--- src/crp_pkg.sv ---
// Package for the core special-register and user port block
package crp_pkg;
    // Special-register addresses
    localparam logic [7:0] ADDR_STACK_TOP = 8'h81;
    localparam logic [7:0] ADDR_PTR_LOW = 8'h82;
    localparam logic [7:0] ADDR_PTR_HIGH = 8'h83;
    localparam logic [7:0] ADDR_PINS_LOW_DATA = 8'h90;
    localparam logic [7:0] ADDR_PINS_LOW_DIR = 8'h91;
    localparam logic [7:0] ADDR_PIN_NINE_DATA = 8'ha0;
    localparam logic [7:0] ADDR_PIN_NINE_DIR = 8'ha1;
    localparam logic [7:0] ADDR_FLAGS = 8'hd0;
    localparam logic [7:0] ADDR_OPERAND = 8'he0;
    localparam logic [7:0] ADDR_AUX = 8'hf0;
    // Reset values
    localparam logic [7:0] RST_STACK_TOP = 8'h07;
    localparam logic [15:0] RST_FETCH_COUNTER = 16'h0000;
    localparam logic [7:0] RST_PINS_LOW_DATA = 8'hff;
    localparam logic [7:0] RST_PINS_LOW_DIR = 8'hff;
    localparam logic [7:0] RST_PIN_NINE_DATA = 8'h00;
    localparam logic [7:0] RST_PIN_NINE_DIR = 8'h01;
    localparam logic [7:0] RST_BYTE = 8'h00;
    // Flags word bit positions
    localparam int FLAG_CARRY = 7;
    localparam int FLAG_HALF = 6;
    localparam int FLAG_USER0 = 5;
    localparam int FLAG_BANK_HI = 4;
    localparam int FLAG_BANK_LO = 3;
    localparam int FLAG_WRAP = 2;
    localparam int FLAG_USER1 = 1;
    localparam int FLAG_PARITY = 0;
    // Bank geometry: eight bytes per bank
    localparam int BANK_SHIFT = 3;
    localparam int USER_PINS = 9;

    // Arithmetic update from the execution unit
    typedef struct packed {
        logic carry_out_flag;
        logic half_carry_flag;
        logic signed_wrap_flag;
    } crp_arith_flags_t;

    // Operations on the stack, pointer and auxiliary registers
    typedef enum logic [2:0] {
        CRP_OP_NONE,
        CRP_OP_PUSH,
        CRP_OP_POP,
        CRP_OP_LOAD_PTR16,
        CRP_OP_MULDIV
    } crp_op_t;

    // Special-register access request
    typedef struct packed {
        logic wr;
        logic rd;
        logic [7:0] addr;
        logic [7:0] wdata;
    } crp_sfr_req_t;
endpackage : crp_pkg

--- src/crp_user_pin.sv ---
// One bidirectional user pin: latch-driven output and synchronised input
`timescale 1ns/1ps
`default_nettype none
module crp_user_pin
    import crp_pkg::*;
(
    input wire logic core_clk,
    input wire logic reset_n,
    input wire logic latch_val,
    input wire logic dir_input,
    input wire logic pin_in,
    output logic pin_out,
    output logic pin_oe_n,
    output logic read_val
);
    // Two-flop synchroniser for the pad input
    logic sync_a;
    logic sync_b;

    // Pad input crossing; first flop feeds only the second
    always_ff @(posedge core_clk or negedge reset_n) begin
        if (!reset_n) begin
            sync_a <= 1'b0;
            sync_b <= 1'b0;
        end else begin
            sync_a <= pin_in;
            sync_b <= sync_a;
        end
    end

    // Pad drive registered so outputs come from flops
    always_ff @(posedge core_clk or negedge reset_n) begin
        if (!reset_n) begin
            pin_out <= 1'b1;
            pin_oe_n <= 1'b1;
        end else begin
            pin_out <= latch_val;
            pin_oe_n <= dir_input;
        end
    end

    // Readback: latch for outputs, pad level for inputs
    always_comb begin
        read_val = dir_input ? sync_b : latch_val;
    end
endmodule : crp_user_pin
`default_nettype wire

--- src/crp_core_regs.sv ---
// Core special registers (flags, stack, pointer, counter) and user port
//
// Functional notes
// - Flags bits 4:3 pick working register bank
// - Parity bit keeps accumulator plus parity even
// - Flags bits 5 and 1 plain storage
// - Stack resets 0x07, increments before store
// - Pointer loads as 16 bits or bytes
// - Pointer addresses code and external data
// - Fetch counter resets zero, advances on fetch
// - Fetch counter unreachable through register space
// - Accumulator is implicit operand holder
// - Auxiliary register for multiply, divide, scratch
// - Output latch 1 drives high, 0 low
// - Latch contents appear on the pin
// - Direction 0 output, 1 input
// - Low data covers pins 0-7, 0xA0 ninth
// - Every pin bidirectional with latch and buffer
`timescale 1ns/1ps
`default_nettype none
module crp_core_regs
    import crp_pkg::*;
#(
    parameter int PINS = USER_PINS
) (
    input wire logic core_clk,
    input wire logic reset_n,
    input wire crp_sfr_req_t sfr_req,
    output logic [7:0] sfr_rdata,
    input wire crp_op_t reg_op,
    input wire logic [15:0] ptr_imm,
    input wire logic [7:0] aux_result,
    input wire logic operand_we,
    input wire logic [7:0] operand_wdata,
    input wire logic arith_we,
    input wire crp_arith_flags_t arith_flags,
    input wire logic fetch_adv,
    input wire logic fetch_load,
    input wire logic [15:0] fetch_target,
    output logic [7:0] stack_top_reg,
    output logic [15:0] ext_data_pointer,
    output logic [15:0] instr_fetch_counter,
    output logic [7:0] core_flags_reg,
    output logic [7:0] main_operand_reg,
    output logic [7:0] aux_reg,
    output logic [4:0] bank_base,
    input wire logic [PINS-1:0] user_pin_in,
    output logic [PINS-1:0] user_pin_out,
    output logic [PINS-1:0] user_pin_oe_n
);
    // Writable fields of the flags word
    logic carry_out_flag;
    logic half_carry_flag;
    logic user_flag_zero;
    logic bank_sel_hi;
    logic bank_sel_lo;
    logic signed_wrap_flag;
    logic user_flag_one;
    // Pointer halves
    logic [7:0] ext_ptr_low_byte;
    logic [7:0] ext_ptr_high_byte;
    // Port latches and direction
    logic [7:0] user_pins_low_data;
    logic [7:0] user_pins_low_direction;
    logic [7:0] user_pin_nine_data;
    logic [7:0] user_pin_nine_direction;
    // Per-pin latch, direction and readback vectors
    logic [PINS-1:0] pin_latch;
    logic [PINS-1:0] pin_dir;
    logic [PINS-1:0] pin_read;
    // Next values
    logic next_parity;
    logic [7:0] next_rdata;

    // Register write strobe decode, used by every register except the fetch counter and read data
    function automatic logic hit(input crp_sfr_req_t r, input logic [7:0] a);
        hit = r.wr && (r.addr == a);
    endfunction : hit

    // Flags word bank select and user bits
    always_ff @(posedge core_clk or negedge reset_n) begin
        if (!reset_n) begin
            user_flag_zero <= 1'b0;
            bank_sel_hi <= 1'b0;
            bank_sel_lo <= 1'b0;
            user_flag_one <= 1'b0;
        end else if (hit(sfr_req, ADDR_FLAGS)) begin
            user_flag_zero <= sfr_req.wdata[FLAG_USER0];
            user_flag_one <= sfr_req.wdata[FLAG_USER1];
            bank_sel_hi <= sfr_req.wdata[FLAG_BANK_HI];
            bank_sel_lo <= sfr_req.wdata[FLAG_BANK_LO];
        end
    end

    // Arithmetic flags; instruction update wins over a software write
    always_ff @(posedge core_clk or negedge reset_n) begin
        if (!reset_n) begin
            carry_out_flag <= 1'b0;
            half_carry_flag <= 1'b0;
            signed_wrap_flag <= 1'b0;
        end else if (arith_we) begin
            carry_out_flag <= arith_flags.carry_out_flag;
            half_carry_flag <= arith_flags.half_carry_flag;
            signed_wrap_flag <= arith_flags.signed_wrap_flag;
        end else if (hit(sfr_req, ADDR_FLAGS)) begin
            carry_out_flag <= sfr_req.wdata[FLAG_CARRY];
            half_carry_flag <= sfr_req.wdata[FLAG_HALF];
            signed_wrap_flag <= sfr_req.wdata[FLAG_WRAP];
        end
    end

    // Accumulator; execution path has priority over register writes
    always_ff @(posedge core_clk or negedge reset_n) begin
        if (!reset_n) begin
            main_operand_reg <= RST_BYTE;
        end else if (operand_we) begin
            main_operand_reg <= operand_wdata;
        end else if (hit(sfr_req, ADDR_OPERAND)) begin
            main_operand_reg <= sfr_req.wdata;
        end
    end

    // Parity follows the accumulator in the same cycle it changes
    always_comb begin
        if (operand_we) begin
            next_parity = ^operand_wdata;
        end else if (hit(sfr_req, ADDR_OPERAND)) begin
            next_parity = ^sfr_req.wdata;
        end else begin
            next_parity = ^main_operand_reg;
        end
    end

    // Flags word assembled from flops; parity written by software is ignored
    always_ff @(posedge core_clk or negedge reset_n) begin
        if (!reset_n) begin
            core_flags_reg <= RST_BYTE;
        end else begin
            core_flags_reg[FLAG_PARITY] <= next_parity;
            core_flags_reg[FLAG_USER1] <= hit(sfr_req, ADDR_FLAGS) ?
                sfr_req.wdata[FLAG_USER1] : user_flag_one;
            core_flags_reg[FLAG_WRAP] <= arith_we ? arith_flags.signed_wrap_flag :
                hit(sfr_req, ADDR_FLAGS) ? sfr_req.wdata[FLAG_WRAP] : signed_wrap_flag;
            core_flags_reg[FLAG_BANK_LO] <= hit(sfr_req, ADDR_FLAGS) ?
                sfr_req.wdata[FLAG_BANK_LO] : bank_sel_lo;
            core_flags_reg[FLAG_BANK_HI] <= hit(sfr_req, ADDR_FLAGS) ?
                sfr_req.wdata[FLAG_BANK_HI] : bank_sel_hi;
            core_flags_reg[FLAG_USER0] <= hit(sfr_req, ADDR_FLAGS) ?
                sfr_req.wdata[FLAG_USER0] : user_flag_zero;
            core_flags_reg[FLAG_HALF] <= arith_we ? arith_flags.half_carry_flag :
                hit(sfr_req, ADDR_FLAGS) ? sfr_req.wdata[FLAG_HALF] : half_carry_flag;
            core_flags_reg[FLAG_CARRY] <= arith_we ? arith_flags.carry_out_flag :
                hit(sfr_req, ADDR_FLAGS) ? sfr_req.wdata[FLAG_CARRY] : carry_out_flag;
        end
    end

    // Working bank base address, registered from the live bank bits
    always_ff @(posedge core_clk or negedge reset_n) begin
        if (!reset_n) begin
            bank_base <= 5'h00;
        end else if (hit(sfr_req, ADDR_FLAGS)) begin
            bank_base <= {sfr_req.wdata[FLAG_BANK_HI:FLAG_BANK_LO], {BANK_SHIFT{1'b0}}};
        end
    end

    // Stack pointer: pre-increment on push, post-decrement on pop
    always_ff @(posedge core_clk or negedge reset_n) begin
        if (!reset_n) begin
            stack_top_reg <= RST_STACK_TOP;
        end else if (reg_op == CRP_OP_PUSH) begin
            stack_top_reg <= stack_top_reg + 8'h01;
        end else if (reg_op == CRP_OP_POP) begin
            stack_top_reg <= stack_top_reg - 8'h01;
        end else if (hit(sfr_req, ADDR_STACK_TOP)) begin
            stack_top_reg <= sfr_req.wdata;
        end
    end

    // Pointer halves: 16-bit immediate load or separate byte writes
    always_ff @(posedge core_clk or negedge reset_n) begin
        if (!reset_n) begin
            ext_ptr_low_byte <= RST_BYTE;
            ext_ptr_high_byte <= RST_BYTE;
        end else if (reg_op == CRP_OP_LOAD_PTR16) begin
            ext_ptr_low_byte <= ptr_imm[7:0];
            ext_ptr_high_byte <= ptr_imm[15:8];
        end else begin
            if (hit(sfr_req, ADDR_PTR_LOW)) begin
                ext_ptr_low_byte <= sfr_req.wdata;
            end
            if (hit(sfr_req, ADDR_PTR_HIGH)) begin
                ext_ptr_high_byte <= sfr_req.wdata;
            end
        end
    end

    // Pointer output used as code/external data address
    always_comb begin
        ext_data_pointer = {ext_ptr_high_byte, ext_ptr_low_byte};
    end

    // Auxiliary register: multiply/divide result or scratch write
    always_ff @(posedge core_clk or negedge reset_n) begin
        if (!reset_n) begin
            aux_reg <= RST_BYTE;
        end else if (reg_op == CRP_OP_MULDIV) begin
            aux_reg <= aux_result;
        end else if (hit(sfr_req, ADDR_AUX)) begin
            aux_reg <= sfr_req.wdata;
        end
    end

    // Fetch counter: no register address reaches it
    always_ff @(posedge core_clk or negedge reset_n) begin
        if (!reset_n) begin
            instr_fetch_counter <= RST_FETCH_COUNTER;
        end else if (fetch_load) begin
            instr_fetch_counter <= fetch_target;
        end else if (fetch_adv) begin
            instr_fetch_counter <= instr_fetch_counter + 16'h0001;
        end
    end

    // Port latches and direction registers
    always_ff @(posedge core_clk or negedge reset_n) begin
        if (!reset_n) begin
            user_pins_low_data <= RST_PINS_LOW_DATA;
            user_pins_low_direction <= RST_PINS_LOW_DIR;
            user_pin_nine_data <= RST_PIN_NINE_DATA;
            user_pin_nine_direction <= RST_PIN_NINE_DIR;
        end else begin
            if (hit(sfr_req, ADDR_PINS_LOW_DATA)) begin
                user_pins_low_data <= sfr_req.wdata;
            end
            if (hit(sfr_req, ADDR_PINS_LOW_DIR)) begin
                user_pins_low_direction <= sfr_req.wdata;
            end
            if (hit(sfr_req, ADDR_PIN_NINE_DATA)) begin
                user_pin_nine_data <= sfr_req.wdata;
            end
            if (hit(sfr_req, ADDR_PIN_NINE_DIR)) begin
                user_pin_nine_direction <= sfr_req.wdata;
            end
        end
    end

    // Flatten latches to per-pin vectors; ninth pin uses bit 0
    always_comb begin
        pin_latch = {user_pin_nine_data[0], user_pins_low_data};
        pin_dir = {user_pin_nine_direction[0], user_pins_low_direction};
    end

    // One pin cell per user pin
    generate
        for (genvar i = 0; i < PINS; i++) begin : g_pin
            crp_user_pin u_pin (
                .core_clk(core_clk),
                .reset_n(reset_n),
                .latch_val(pin_latch[i]),
                .dir_input(pin_dir[i]),
                .pin_in(user_pin_in[i]),
                .pin_out(user_pin_out[i]),
                .pin_oe_n(user_pin_oe_n[i]),
                .read_val(pin_read[i])
            );
        end
    endgenerate

    // Read mux; unmapped addresses, including any fetch counter, read zero
    always_comb begin
        next_rdata = 8'h00;
        unique case (sfr_req.addr)
            ADDR_STACK_TOP: next_rdata = stack_top_reg;
            ADDR_PTR_LOW: next_rdata = ext_ptr_low_byte;
            ADDR_PTR_HIGH: next_rdata = ext_ptr_high_byte;
            ADDR_PINS_LOW_DATA: next_rdata = pin_read[7:0];
            ADDR_PINS_LOW_DIR: next_rdata = user_pins_low_direction;
            ADDR_PIN_NINE_DATA: next_rdata = {user_pin_nine_data[7:1], pin_read[8]};
            ADDR_PIN_NINE_DIR: next_rdata = user_pin_nine_direction;
            ADDR_FLAGS: next_rdata = core_flags_reg;
            ADDR_OPERAND: next_rdata = main_operand_reg;
            ADDR_AUX: next_rdata = aux_reg;
            default: next_rdata = 8'h00;
        endcase
    end

    // Read data registered one cycle after the read strobe
    always_ff @(posedge core_clk or negedge reset_n) begin
        if (!reset_n) begin
            sfr_rdata <= 8'h00;
        end else if (sfr_req.rd) begin
            sfr_rdata <= next_rdata;
        end
    end
endmodule : crp_core_regs
`default_nettype wire

--- config.mk ---
export PLATFORM = sky130hd
export DESIGN_NAME = crp_core_regs
export DESIGN_NICKNAME = d
export VERILOG_FILES = /design/src/crp_pkg.sv /design/src/crp_user_pin.sv /design/src/crp_core_regs.sv
export SDC_FILE = /design/constraint.sdc
export NUM_CORES = 1
export LEC_CHECK = 0
export BUFFER_PORTS_ARGS = -buffer_cell sky130_fd_sc_hd__buf_4
export CAP_MARGIN = 5
export CORE_MARGIN = 2
export CORE_UTILIZATION = 50
export CTS_BUF_LIST = sky130_fd_sc_hd__clkbuf_4 sky130_fd_sc_hd__clkbuf_8
export CTS_CLUSTER_DIAMETER = 30
export DETAILED_ROUTE_END_ITERATION = 16
export PLACE_DENSITY = 0.76
export RECOVER_POWER = 50
export SYNTH_ARGS = -nofsm -noshare
export SYNTH_HDL_FRONTEND = slang
export SYNTH_HIERARCHICAL = 1
export SYNTH_SLANG_ARGS = --single-unit
--- constraint.sdc ---
create_clock -name core_clk -period 1.95 [get_ports core_clk]
set_clock_uncertainty 0.2 [all_clocks]
set_input_delay 0.2925 -clock core_clk [delete_from_list [all_inputs] [get_ports core_clk]]
set_output_delay 0.2925 -clock core_clk [all_outputs]
set_load 0.02 [all_outputs]
---- After elaboration in Yosys (flattened, before gate mapping) ----
Cells that the tools add are included.
W data, S select, Z words.
word-level totals
  flip-flop bits (word level) ............. 149
  output and inout bits ................... 95
  logic and storage cells ................. 127
cells by class
  add/subtract/negate cells ............... 3
  equal/unequal tests ..................... 14
  multiplexer cells ....................... 35
  reduce and logical (&&, ||, !) cells .... 19
operator list
  operator                 number
  $mux W8                  11
  $eq A8 B8 Y1 const B     10
  $pmux W8 S10             1
  $mux W16                 2
  $reduce_xor A8 Y1        3
  $mux W1                  21
  $add A16 B1 Y16 const B  1
  $logic_and A1 B1 Y1      10
  $reduce_bool A2 Y1       5
  $add A8 B1 Y8 const B    1
  $sub A8 B1 Y8 const B    1
  $eq A3 B2 Y1 const B     2
  $eq A3 B1 Y1 const B     1
  $eq A3 B3 Y1 const B     1
  $reduce_bool A3 Y1       1

---- Longest topological paths before layout ----
Gate-level depths: netlist (run 1).
  depth in word-level cells ............... 5
  mapped depth ............................ 8
  gate-level depth less buffers ........... 7

---- Cells and area by module ----
The synthesis (run 1) kept the hierarchy.
by module, submodules not included
  module         times used  cells an instance  area an instance (µm²)  seq. area each (µm²)
  crp_core_regs  1           618                6044.5                  2677.6
  crp_user_pin   9           5                  117.6                   102.6

---- Worst setup path after synthesis (run 1) ----
OpenSTA, ideal clock, no wires.
  path kind ............................... reg2reg
  start ................................... register stack_top_reg[0]
  end ..................................... register stack_top_reg[6]
  library setup time ...................... 116 ps
  arrival time ............................ 1856 ps
  required time ........................... 1634 ps
  slack ................................... -222 ps
  stages on the path, launching flop included .. 9
  path buffers ............................ 1
  cells stage by stage .................... dfstp_2 clkbuf_1 inv_1 ha_1 nor3b_1 nand2_1 xor2_1 a2111o_1 o311ai_0
between the ends
  longest elaborated chain between the ends .. 3
RTL lines
  what                    RTL line              RTL
  start, declared         crp_core_regs.sv:40   output logic [7:0] stack_top_reg,
  start signal, assigned  crp_core_regs.sv:171  stack_top_reg <= stack_top_reg + 8'h01;
  start signal, assigned  crp_core_regs.sv:173  stack_top_reg <= stack_top_reg - 8'h01;
  start signal, assigned  crp_core_regs.sv:175  stack_top_reg <= sfr_req.wdata;
  $sub A8 B1 Y8           crp_core_regs.sv:173
  $mux W8                 crp_core_regs.sv:172  end else if (reg_op == CRP_OP_POP) begin
  $mux W8 (*)             crp_core_regs.sv:170  end else if (reg_op == CRP_OP_PUSH) begin
Mark *: on every way between the ends. The rest lies on a longest branch, timed or not.
A chain may end at the register's enable or synchronous reset.

---- Worst setup path after layout (run 1) ----
  start ................................... register user_pins_low_direction[1]
  end ..................................... register sfr_rdata[1]
between the ends
  longest elaborated chain between the ends .. 2
RTL lines
  what                    RTL line              RTL
  start, declared         crp_core_regs.sv:64   logic [7:0] user_pins_low_direction;
  start signal, assigned  crp_core_regs.sv:236  user_pins_low_direction <= sfr_req.wdata;
  $mux W1                 crp_user_pin.sv:44    read_val = dir_input ? sync_b : latch_val;
  via pin_read[1]         crp_core_regs.sv:70   logic [PINS-1:0] pin_read;
  $pmux W8 S10            crp_core_regs.sv:272  unique case (sfr_req.addr)
  end signal, assigned    crp_core_regs.sv:292  sfr_rdata <= next_rdata;
  end, declared           crp_core_regs.sv:29   output logic [7:0] sfr_rdata,
The timed path passes the listed nets, and every way through them passes these cells.

==> impl_metrics.json, run 1 <==
{
  "dr.pass1.iters": 5,
  "largest_register_ffs": 16,
  "drv_slew": 0,
  "synth_edf_count": 0,
  "synth_cells": 663,
  "power_switching_w": 0.002511,
  "vias_per_cell": 5.726,
  "nets": 1060,
  "p_leak_nw": 4.830,
  "final_cells": 1163,
  "dp_cells": 1045,
  "grt_use_total": 0.3116,
  "port_buffers": 178,
  "grt-ovfl-total": 0,
  "start_kind": "register",
  "post-dp-hpwl_mm": 15.91,
  "dieWidth_um": 123.2,
  "cap_violations": 0,
  "violations": "negative setup slack",
  "fin_ws_ps": -57.10,
  "period_share": 1.029,
  "dpl_cell_area_um2": 9047,
  "synth-seq-cells": 142,
  "ios": 182,
  "first_iter_violations": 495,
  "worst_pin_slew_ps": 1019,
  "clock_path_buffers": 2,
  "outcome": "finished, violations left",
  "regMostFlops": "instr_fetch_counter",
  "path_class": "register to register",
  "grt_pass1_vias": 6638,
  "p_int_w": 0.005497,
  "rows": 43,
  "cts_root_buf": "clkbuf_8",
  "wl_mm": 23.29,
  "pre_cts_slack_ps": -374.7,
  "num_antenna_cells": 0,
  "design_area_um2": 10320,
  "die_h_um": 123.2,
  "yosys_warnings": 6,
  "postRouteAntennaNets": 0,
  "worstPathArrival_ps": 2140,
  "layout_commonest_cell": "buf_4",
  "antenna_found_initial": 0,
  "relSlewSlack": 0.3206,
  "numCtsBuffers": 17,
  "remaining_drc_errors": 0,
  "required_ps": 2080,
  "setup_viol": 2,
  "area_growth_pct": 45.27,
  "seqPwrFrac": 0.440,
  "clock_latency_ps": 460,
  "ys_seq_area_frac": 0.5070,
  "hold_path.class": "input port to register",
  "pwr_density_cell_nw_per_um2": 776.1,
  "switching_share": 0.3135,
  "cts_sinks": 142,
  "htree_levels": 4,
  "hold_violations": 0,
  "grt_setup_unrepaired": "yes",
  "finalCriticalPeriod_ps": 2007,
  "initial_core_util": 0.5117,
  "async_reset_ff_frac": 1.000,
  "drive_gt1_frac": 0.3906,
  "synth_ff_type": "dfrtp_1",
  "synth_area_leaders": "dfrtp_1, dfstp_2, mux2i_1, mux2_2, nand2_1",
  "netlist_area_um2": 7103,
  "grt_max_degree": 43,
  "cts_tree": "built",
  "die_area_um2": 15180,
  "synth.distinct_cells": 60,
  "grt_pass1_wl_mm": 35.26,
  "crit_fanout": 2,
  "synth_top_area_share": 0.3664,
  "pwr-share-clk": 0.302,
  "vias": 6659,
  "core_region_area_um2": 13880,
  "p_comb_frac": 0.258,
  "gp_congestion": 0.9552,
  "worst_hold_slack_ps": 27.33,
  "final_util": 0.7434,
  "routedWlPerCell_um": 20.03,
  "vdd_ir_drop_max_v": 0.0005182,
  "final_cell_mix": "buf_4, dfrtp_1, dlygate4sd3_1",
  "fmax_ghz": 0.4982,
  "syn_avg_cell_area_um2": 10.71,
  "cp-end-kind": "register",
  "synth_top_cell_by_area": "dfrtp_1",
  "clk_pin_slew_ps": 90
}
## power by group through the flow
stage / clock [W] / sequential, W / combinational [W]
4_1_cts: 0.00244 / 0.00352 / 0.00198
5_1_grt: 0.00259 / 0.00356 / 0.00221
3_5_place_dp: 0 / 0.00357 / 0.00183
3_3_place_gp: 0 / 0.00356 / 0.00179
6_report: 0.00242 / 0.00353 / 0.00206
2_1_floorplan: 0 / 0.00375 / 0.000724
## repair_timing
action / 4_1_cts / 5_1_grt
buffers inserted: 0 / 6
pin swaps: 4 / 10
endpoints found under the setup margin: 4 / 13
gates resized for setup: 4 / 15
hold buffers: 80 / 0
hold endpoints to repair: 183 / 0
## routing by layer
layer / global-route usage / part of all wire / vias to the layer above
met5: 0 / 0 / -
met4: 0.1087 / 0.028 / 0
met3: 0.07242 / 0.086 / 59
met2: 0.5113 / 0.49 / 405
met1: 0.4065 / 0.40 / 3237
li1: - / - / 2958
## cell families after synthesis
logic type / count (synthesis) / synth area share
AOI/OAI and AO/OA: 132 / 0.1168
xor gates and xnor gates: 39 / 0.04809
adders and majority gates: 3 / 0.005285
buffers and inverters: 59 / 0.03911
DFF: 142 / 0.5070
muxes: 96 / 0.1487
other: 1 / 0.0005279
and+or+nand+nor: 191 / 0.1346
## critical path, cell delays in order, from the launching register on
cell,delay [ps]
dfstp_2,560
mux2_4,290
nand3b_1,140
a211oi_2,90
a221oi_2,230
nand3_1,110
mux2_2,270
## synth_stat cells (all sizes together), types with 2 or more instances
| library cell | n |
|---|---|
| or3 | 2 |
| nor2b | 3 |
| nand3 | 15 |
| nand3b | 4 |
| a211oi | 5 |
| a21oi | 20 |
| a211o | 2 |
| xor2 | 15 |
| ha | 3 |
| nor2 | 29 |
| mux2i | 47 |
| dfrtp | 104 |
| nor4 | 3 |
| nand2 | 77 |
| dfstp | 38 |
| o21ai | 58 |
| mux2 | 49 |
| nor3b | 7 |
| xnor2 | 24 |
| and3 | 9 |
| a22oi | 19 |
| or2 | 4 |
| nor4b | 2 |
| o22ai | 4 |
| nand4 | 4 |
| nand2b | 11 |
| and4 | 3 |
| clkbuf | 30 |
| a221oi | 2 |
| buf | 22 |
| a32oi | 7 |
| inv | 7 |
| nor3 | 15 |
| a22o | 3 |
## metrics by stage
| stage | setup TNS [ps] | power, W |
|---|---|---|
| 5_1_grt | -2038 | 0.008356 |
| 6_report | -93.60 | 0.008008 |
| 3_5_place_dp | -18140 | 0.005404 |
| 3_3_place_gp | -14890 | 0.005345 |
| 2_1_floorplan | -2922 | 0.004476 |
| 4_1_cts | -77.54 | 0.007936 |
## layout make-up
type,count,area [um2]
Clock buffer,21,282.8
Timing Repair Buffer,338,2740
Sequential cell,142,3601
Inverter,7,26.28
Clock inverter,11,130.1
Fill cell,948,3562
Multi-Input combinational cell,464,3313
Tap cell,180,225.2
## path summary, 6_finish.rpt
kind | to | slack [ps] | cells after the start | startpoint
setup / recovery | sfr_rdata[1]$_DFFE_PN0P_ | -60 | 6 | user_pins_low_direction[1]$_DFFE_PN1P_
hold / removal | instr_fetch_counter[3]$_DFFE_PN0P_ | 30 | 3 | fetch_load
setup reg to reg | sfr_rdata[1]$_DFFE_PN0P_ | -60 | 6 | user_pins_low_direction[1]$_DFFE_PN1P_
hold reg to reg | g_pin[4].u_pin/sync_b$_DFF_PN0_ | 160 | 0 | g_pin[4].u_pin/sync_a$_DFF_PN0_
max in group asynchronous | g_pin[5].u_pin/pin_oe_n$_DFF_PN1_ | 100 | 3 | reset_n
min in group asynchronous | main_operand_reg[0]$_DFFE_PN0P_ | 360 | 2 | reset_n
Note: power is estimated with default switching activity, not from simulation.
==> run 2: changes to the inputs <==
--- a/config.mk
+++ b/config.mk
@@ -5,6 +5,7 @@
 export SDC_FILE = /design/constraint.sdc
 export NUM_CORES = 1
 export LEC_CHECK = 0
+export ABC_AREA = 1
 export BUFFER_PORTS_ARGS = -buffer_cell sky130_fd_sc_hd__buf_4
 export CAP_MARGIN = 5
 export CORE_MARGIN = 2
==> run 2 against run 1 <==
Critical path type is now input port to register. Global-route usage shrank 0.85 points. Flip-flop and latch count did not move. The flow now finishes without violations. Clock power fell by 8%. Clock-buffer cell count decreased by 3. Sequential power grew 2%. Highest routed layer unchanged. Core utilization down 3.8 points. Setup slack improved by 100 ps. First-iteration DRC count grew 55%. Register-to-register slack improved by 200 ps. Synthesized cell count increased by 36%. Non-clock buffer count is 41 lower.
==> impl_metrics.json, run 2 <==
{
  "synth_top_cell_by_area": "dfrtp_1",
  "finalSetupTns_ps": 0,
  "fin_total_pwr_w": 0.007757,
  "core_region_area_um2": 14480,
  "synth_common_cells": "nand2_1, nand3_1, dfrtp_1, nor2_1, inv_1",
  "synth_edf_count": 0,
  "path_buf_inv": 4,
  "grt_max_degree": 46,
  "relSlewSlack": 0.5007,
  "grt_pass1_vias": 7343,
  "worst_hold_slack_ps": 68.68,
  "port_buffers": 178,
  "cp-end-kind": "register",
  "hold_violations": 0,
  "initial_core_util": 0.5098,
  "syn_avg_cell_area_um2": 8.192,
  "synth_top_family_by_area": "simple AND/OR/NAND/NOR gates",
  "ios": 182,
  "muxShareOfSynthArea": 0,
  "nets": 1274,
  "crit_path_frequent_cell": "dlygate4sd3_1",
  "synth_compound_area_frac": 0.1082,
  "cts_sinks": 142,
  "final_cell_mix": "nand2_1, buf_4, nand3_1",
  "remaining_drc_errors": 0,
  "largest_register_ffs": 16,
  "cts_tree": "built",
  "grt_use_total": 0.3031,
  "setup_viol": 0,
  "fmax_ghz": 0.5255,
  "synth-seq-cells": 142,
  "ys_seq_area_frac": 0.4879,
  "cts_root_buf": "clkbuf_8",
  "yosys.area_share.simple": 0.2984,
  "area_growth_pct": 38.34,
  "cp_cell_sequence": "dlygate4sd3_1, buf_6, clkinvlp_4, nand2_4, o22ai_1, a21oi_1, dlygate4sd3_1",
  "synth_cells": 901,
  "cpMaxStageDelayCell": "dlygate4sd3_1",
  "numCtsBuffers": 17,
  "die_area_um2": 15750,
  "gp_congestion": 1.017,
  "dr.pass1.iters": 6,
  "vias": 7531,
  "clk_pin_slew_ps": 90,
  "worst_pin_slew_ps": 749.0,
  "hold_path.class": "input port to register",
  "slowest_delay_ps": 580,
  "regMostFlops": "instr_fetch_counter",
  "synth_top_area_share": 0.3526,
  "period_share": 0.9759,
  "cap_violations": 0,
  "synth_area_leaders": "dfrtp_1, dfstp_2, nand2_1, nand3_1, nor2_1",
  "netlist_area_um2": 7381,
  "p_leak_nw": 4.873,
  "yosys_warnings": 6,
  "rows": 44,
  "critPathTopFamily": "buffers and inverters",
  "clock_path_buffers": 2,
  "layout_commonest_cell": "nand2_1",
  "required_ps": 2150,
  "synth_fa_ha_area_frac": 0.005086,
  "async_reset_ff_frac": 1.000,
  "routedWlPerCell_um": 17.01,
  "vdd_ir_drop_max_v": 0.0005451,
  "num_antenna_cells": 0,
  "vias_per_cell": 5.453,
  "path_class": "input port to register",
  "synth_most_common_cell": "nand2_1",
  "synth_ff_type": "dfrtp_1",
  "wl_mm": 23.49,
  "postRouteAntennaNets": 0,
  "crit_fanout": 9,
  "clock_latency_ps": 460,
  "start_kind": "input port",
  "grt_pass1_wl_mm": 37.85,
  "finalCriticalPeriod_ps": 1903,
  "drive_gt1_frac": 0.2406,
  "synth.distinct_cells": 44,
  "htree_levels": 4,
  "outcome": "complete, no violations",
  "worstPathArrival_ps": 2100,
  "dieWidth_um": 125.5,
  "synth_xor_area_frac": 0.03204,
  "post-dp-hpwl_mm": 16.40,
  "pwr_density_cell_nw_per_um2": 759.7,
  "grt_setup_unrepaired": "no",
  "rrSetupSlack_ps": 140,
  "grt-ovfl-total": 0,
  "antenna_found_initial": 0,
  "first_iter_violations": 769,
  "drv_slew": 0,
  "die_h_um": 125.5
}
## run 2: cell count changes after synthesis, sizes merged, moves of 10 or more
cell	previous run	this run
clkbuf	30	7
a22oi	19	5
mux2i	47	0
nor2	29	91
inv	7	71
nand2	77	240
mux2	49	0
a21oi	20	30
o21a	0	16
o211ai	1	11
nand3	15	136
## run 2: per-layer routing
metal / global-route usage / vias up / share of wire
li1: - / 3527 / -
met1: 0.4003 / 3511 / 0.40
met2: 0.4833 / 414 / 0.48
met3: 0.07231 / 79 / 0.085
met4: 0.1229 / 0 / 0.035
met5: 0 / - / 0
## run 2: final timing paths
check,from,to,cells past startpoint
worst max-delay path,operand_we,main_operand_reg[5]$_DFFE_PN0P_,7
worst min-delay path,sfr_req[7],ext_ptr_low_byte[7]$_DFFE_PN0P_,5
worst max register to register,stack_top_reg[0]$_DFFE_PN1P_,stack_top_reg[2]$_DFFE_PN1P_,8
worst min register to register,g_pin[1].u_pin/sync_a$_DFF_PN0_,g_pin[1].u_pin/sync_b$_DFF_PN0_,0
max in group asynchronous,reset_n,g_pin[0].u_pin/sync_a$_DFF_PN0_,3
min in group asynchronous,reset_n,g_pin[8].u_pin/sync_a$_DFF_PN0_,2
## run 2: kinds of logic (layout without fill, tap and decap cells)
group,after synthesis,after routing
DFF,142,142
buffers and inverters,109,403
other,1,3
adders and majority gates,3,3
AOI/OAI and AO/OA,135,135
xor gates and xnor gates,27,27
and+or+nand+nor,484,484
## run 2: through the flow
step / utilization / cell area [um2] / setup slack (ps) / instances
6_report: 0.7052 / 10210 / 47.09 / 1381
5_1_grt: 0.7052 / 10210 / 1.757 / 1381
4_1_cts: 0.7068 / 10230 / 13.05 / 1379
3_5_place_dp: 0.6175 / 8941 / 58.89 / 1255
3_3_place_gp: 0.6175 / 8941 / 139.6 / 1255
2_1_floorplan: - / 7388 / 191.9 / 903
## run 2: power by group
group / total, W / switching, W / internal [W]
clock network: 0.00223 / 0.00128 / 0.000957
logic: 0.00193 / 0.00107 / 0.000864
registers: 0.00359 / 0.000327 / 0.00326
## run 2: layout make-up
| cell class | count | area [um2] |
|---|---|---|
| clock buffers | 18 | 247.7 |
| clock inverters | 14 | 123.9 |
| fillers | 1122 | 4268 |
| inverters | 73 | 280.3 |
| multi-input cells | 652 | 3271 |
| flip-flops and latches | 142 | 3602 |
| well taps | 184 | 230.2 |
| repair buffers | 297 | 2451 |
| repair inverters | 1 | 5.005 |
## run 2: worst reg2reg max path, stage by stage, from the launching register on
cell and delay, ps:
dfstp_2 600, inv_1 90, ha_1 220, or2_2 290, nand3_1 80, nand2_1 50, o21ai_0 70, nand2_1 60
o21ai_0 80
## run 2: timing repair
item	in CTS	in global routing
setup buffers	0	1
hold buffers	92	0
endpoints found under the setup margin	0	6
hold endpoints to repair	171	0
resized for setup	0	3
==> run 3: changes to the inputs <==
--- a/config.mk
+++ b/config.mk
@@ -8,14 +8,14 @@
 export ABC_AREA = 1
 export BUFFER_PORTS_ARGS = -buffer_cell sky130_fd_sc_hd__buf_4
 export CAP_MARGIN = 5
+export CORE_ASPECT_RATIO = 1.1
 export CORE_MARGIN = 2
 export CORE_UTILIZATION = 50
 export CTS_BUF_LIST = sky130_fd_sc_hd__clkbuf_4 sky130_fd_sc_hd__clkbuf_8
 export CTS_CLUSTER_DIAMETER = 30
 export DETAILED_ROUTE_END_ITERATION = 16
-export PLACE_DENSITY = 0.76
+export PLACE_DENSITY = 0.75
 export RECOVER_POWER = 50
 export SYNTH_ARGS = -nofsm -noshare
 export SYNTH_HDL_FRONTEND = slang
-export SYNTH_HIERARCHICAL = 1
 export SYNTH_SLANG_ARGS = --single-unit
==> run 3 against run 2 <==
Setup slack improved by 10 ps. Non-clock buffer count shrank 6. Fmax increased by 0.54%. Via count down 3.3%. Sequential share of layout area rose by 0.10 points. Highest routed layer unchanged. Clock power is 2% higher. Register-to-register slack worse by 40 ps. Combinational power fell by 4%. Global-route usage decreased by 1.0 points. Cell count down 0.43%. Flip-flop and latch count is the same. Final area fell by 0.33%.
==> impl_metrics.json, run 3 <==
{
  "worstPathArrival_ps": 2080,
  "yosys_warnings": 0,
  "final_cells": 1375,
  "period_share": 0.9706,
  "numCtsBuffers": 17,
  "fmax_ghz": 0.5283,
  "vias_per_cell": 5.296,
  "core_region_area_um2": 14880,
  "dp_cells": 1254,
  "rrSetupSlack_ps": 100,
  "synth_most_common_cell": "nand2_1",
  "port_buffers": 178,
  "synth_area_leaders": "dfrtp_1, dfstp_2, nand2_1, nand3_1, o21ai_0",
  "grt-ovfl-total": 0,
  "outcome": "complete, no violations",
  "start_kind": "input port",
  "clock_latency_ps": 450,
  "cpMaxStageDelayCell": "dlygate4sd3_1",
  "timing.rr.end": "instr_fetch_counter[8]$_DFFE_PN0P_",
  "synth-seq-cells": 142,
  "initial_core_util": 0.5060,
  "dieWidth_um": 121.0,
  "layout_commonest_cell": "nand2_1",
  "finalSetupTns_ps": 0,
  "relSlewSlack": 0.3677,
  "dr.pass1.iters": 5,
  "drive_gt1_frac": 0.2460,
  "cts_sinks": 142,
  "pwr_density_cell_nw_per_um2": 760.2,
  "regMostFlops": "instr_fetch_counter",
  "cp-end-kind": "register",
  "grt_pass1_wl_mm": 36.47,
  "die_area_um2": 16060,
  "num_antenna_cells": 0,
  "clk_pin_slew_ps": 80,
  "synth_top_cell_by_area": "dfrtp_1",
  "grt_setup_unrepaired": "no",
  "min-delay-start": "arith_we",
  "syn_avg_cell_area_um2": 8.300,
  "final_cell_mix": "nand2_1, buf_4, nand3_1",
  "setup_viol": 0,
  "synth_cells": 907,
  "ios": 182,
  "largest_register_ffs": 16,
  "synth.distinct_cells": 40,
  "vias": 7282,
  "die_h_um": 132.7,
  "htree_levels": 4,
  "fillers": 1197,
  "slowest_delay_ps": 560,
  "required_ps": 2140,
  "synth_top_area_share": 0.3457,
  "grt_pass1_vias": 7147,
  "area_growth_pct": 35.18,
  "cap_violations": 0,
  "first_iter_violations": 688,
  "synth_ff_type": "dfrtp_1",
  "cp_cell_sequence": "dlygate4sd3_1, buf_4, clkinvlp_4, nand2_4, o22ai_1, a21oi_1, dlygate4sd3_1",
  "hold_path.class": "input port to register",
  "antenna_found_initial": 0,
  "gp_congestion": 0.9249,
  "routedWlPerCell_um": 16.77,
  "ys_seq_area_frac": 0.4783,
  "crit_fanout": 9,
  "clock_path_buffers": 2,
  "dpl_cell_area_um2": 8972,
  "netlist_area_um2": 7528,
  "holdPathStages": 3,
  "grt_use_total": 0.2930,
  "rows": 47,
  "design_area_um2": 10180,
  "hold_violations": 0,
  "p_leak_nw": 4.827,
  "remaining_drc_errors": 0,
  "synth_edf_count": 0,
  "r2r_start": "instr_fetch_counter[0]$_DFFE_PN0P_",
  "async_reset_ff_frac": 1.000,
  "finalCriticalPeriod_ps": 1893,
  "post-dp-hpwl_mm": 15.96,
  "synth_common_cells": "nand2_1, nand3_1, dfrtp_1, nor2_1, o21ai_0",
  "whs_endpoint": "core_flags_reg[2]$_DFFE_PN0P_",
  "grt_max_degree": 54,
  "rr_worst_depth": 8,
  "path_class": "input port to register",
  "vdd_ir_drop_max_v": 0.0006280,
  "cts_root_buf": "clkbuf_8",
  "worst_pin_slew_ps": 945.0,
  "postRouteAntennaNets": 0,
  "wl_mm": 23.06,
  "nets": 1256,
  "cts_tree": "built",
  "drv_slew": 0,
  "crit_path_frequent_cell": "dlygate4sd3_1"
}
[run 3: area by class of cell]
type                    instances  area (um2)  share of cell area
flip-flops and latches        142        3601              0.3538
multi-input cells             644        3296              0.3238
repair buffers                291        2385              0.2343
clock buffers                  20       275.3             0.02705
inverters                      70       266.5             0.02619
well taps                     196       245.2             0.02410
clock inverters                12       108.9             0.01070
[run 3: what timing repair did]
action	CTS	global route
hold endpoints to repair	136	0
setup endpoints to repair	0	15
resized for setup	0	6
buffers inserted	0	6
hold buffers	83	0
[run 3: how the worst max path moves through the flow]
stage                                        from                                  to  slack, ps
6_report                               operand_we     main_operand_reg[4]$_DFFE_PN0P_         60
5_1_grt              stack_top_reg[1]$_DFFE_PN1P_        stack_top_reg[6]$_DFFE_PN0P_        0.5
4_1_cts                                operand_we     main_operand_reg[1]$_DFFE_PN0P_         20
3_5_place_dp   instr_fetch_counter[0]$_DFFE_PN0P_  instr_fetch_counter[8]$_DFFE_PN0P_         70
3_3_place_gp                          sfr_req[14]            sfr_rdata[6]$_DFFE_PN0P_        100
2_1_floorplan  instr_fetch_counter[0]$_DFFE_PN0P_  instr_fetch_counter[8]$_DFFE_PN0P_        160
[run 3: power breakdown]
| group | switching (W) | internal [W] |
|---|---|---|
| clock network | 0.00116 | 0.00112 |
| logic | 0.00104 | 0.000825 |
| registers | 0.000334 | 0.00326 |
[run 3: critical path, delay by kind of cell]
family          cells  cell delay (ps)
simple gates        1              160
buf+inv             4             1410
compound gates      2              220
[run 3: per-layer routing]
layer  track usage  up-vias  share of wire
met2        0.4825      300           0.49
met3       0.05302       67          0.064
met1        0.3780     3415           0.41
met5             0        -              0
met4        0.1266        0          0.035
li1              -     3500              -
[run 3: metrics by stage]
step	setup slack (ps)	hold WS, ps	utilization	total power, W
after floorplan	155.7	-203.1	-	0.004508
after global placement	101.5	82.09	0.6031	0.005289
after detailed placement	72.24	82.67	0.6031	0.005309
after CTS	20.95	6.628	0.6847	0.007746
after global routing	0.5438	17.39	0.6840	0.008083
final	57.29	26.73	0.6840	0.007736
[run 3: kinds of logic (layout without fill, tap and decap cells)]
group                    Yosys count  in the layout  synth area share
AO/OA/AOI/OAI                    144            144            0.1099
buffers and inverters            123            393           0.08359
AND/OR/NAND/NOR                  464            464            0.2879
flip-flops                       142            142            0.4783
XOR/XNOR                          30             30           0.03490
adder cells (fa/ha/maj)            3              3          0.004986
other                              1              3         0.0004981
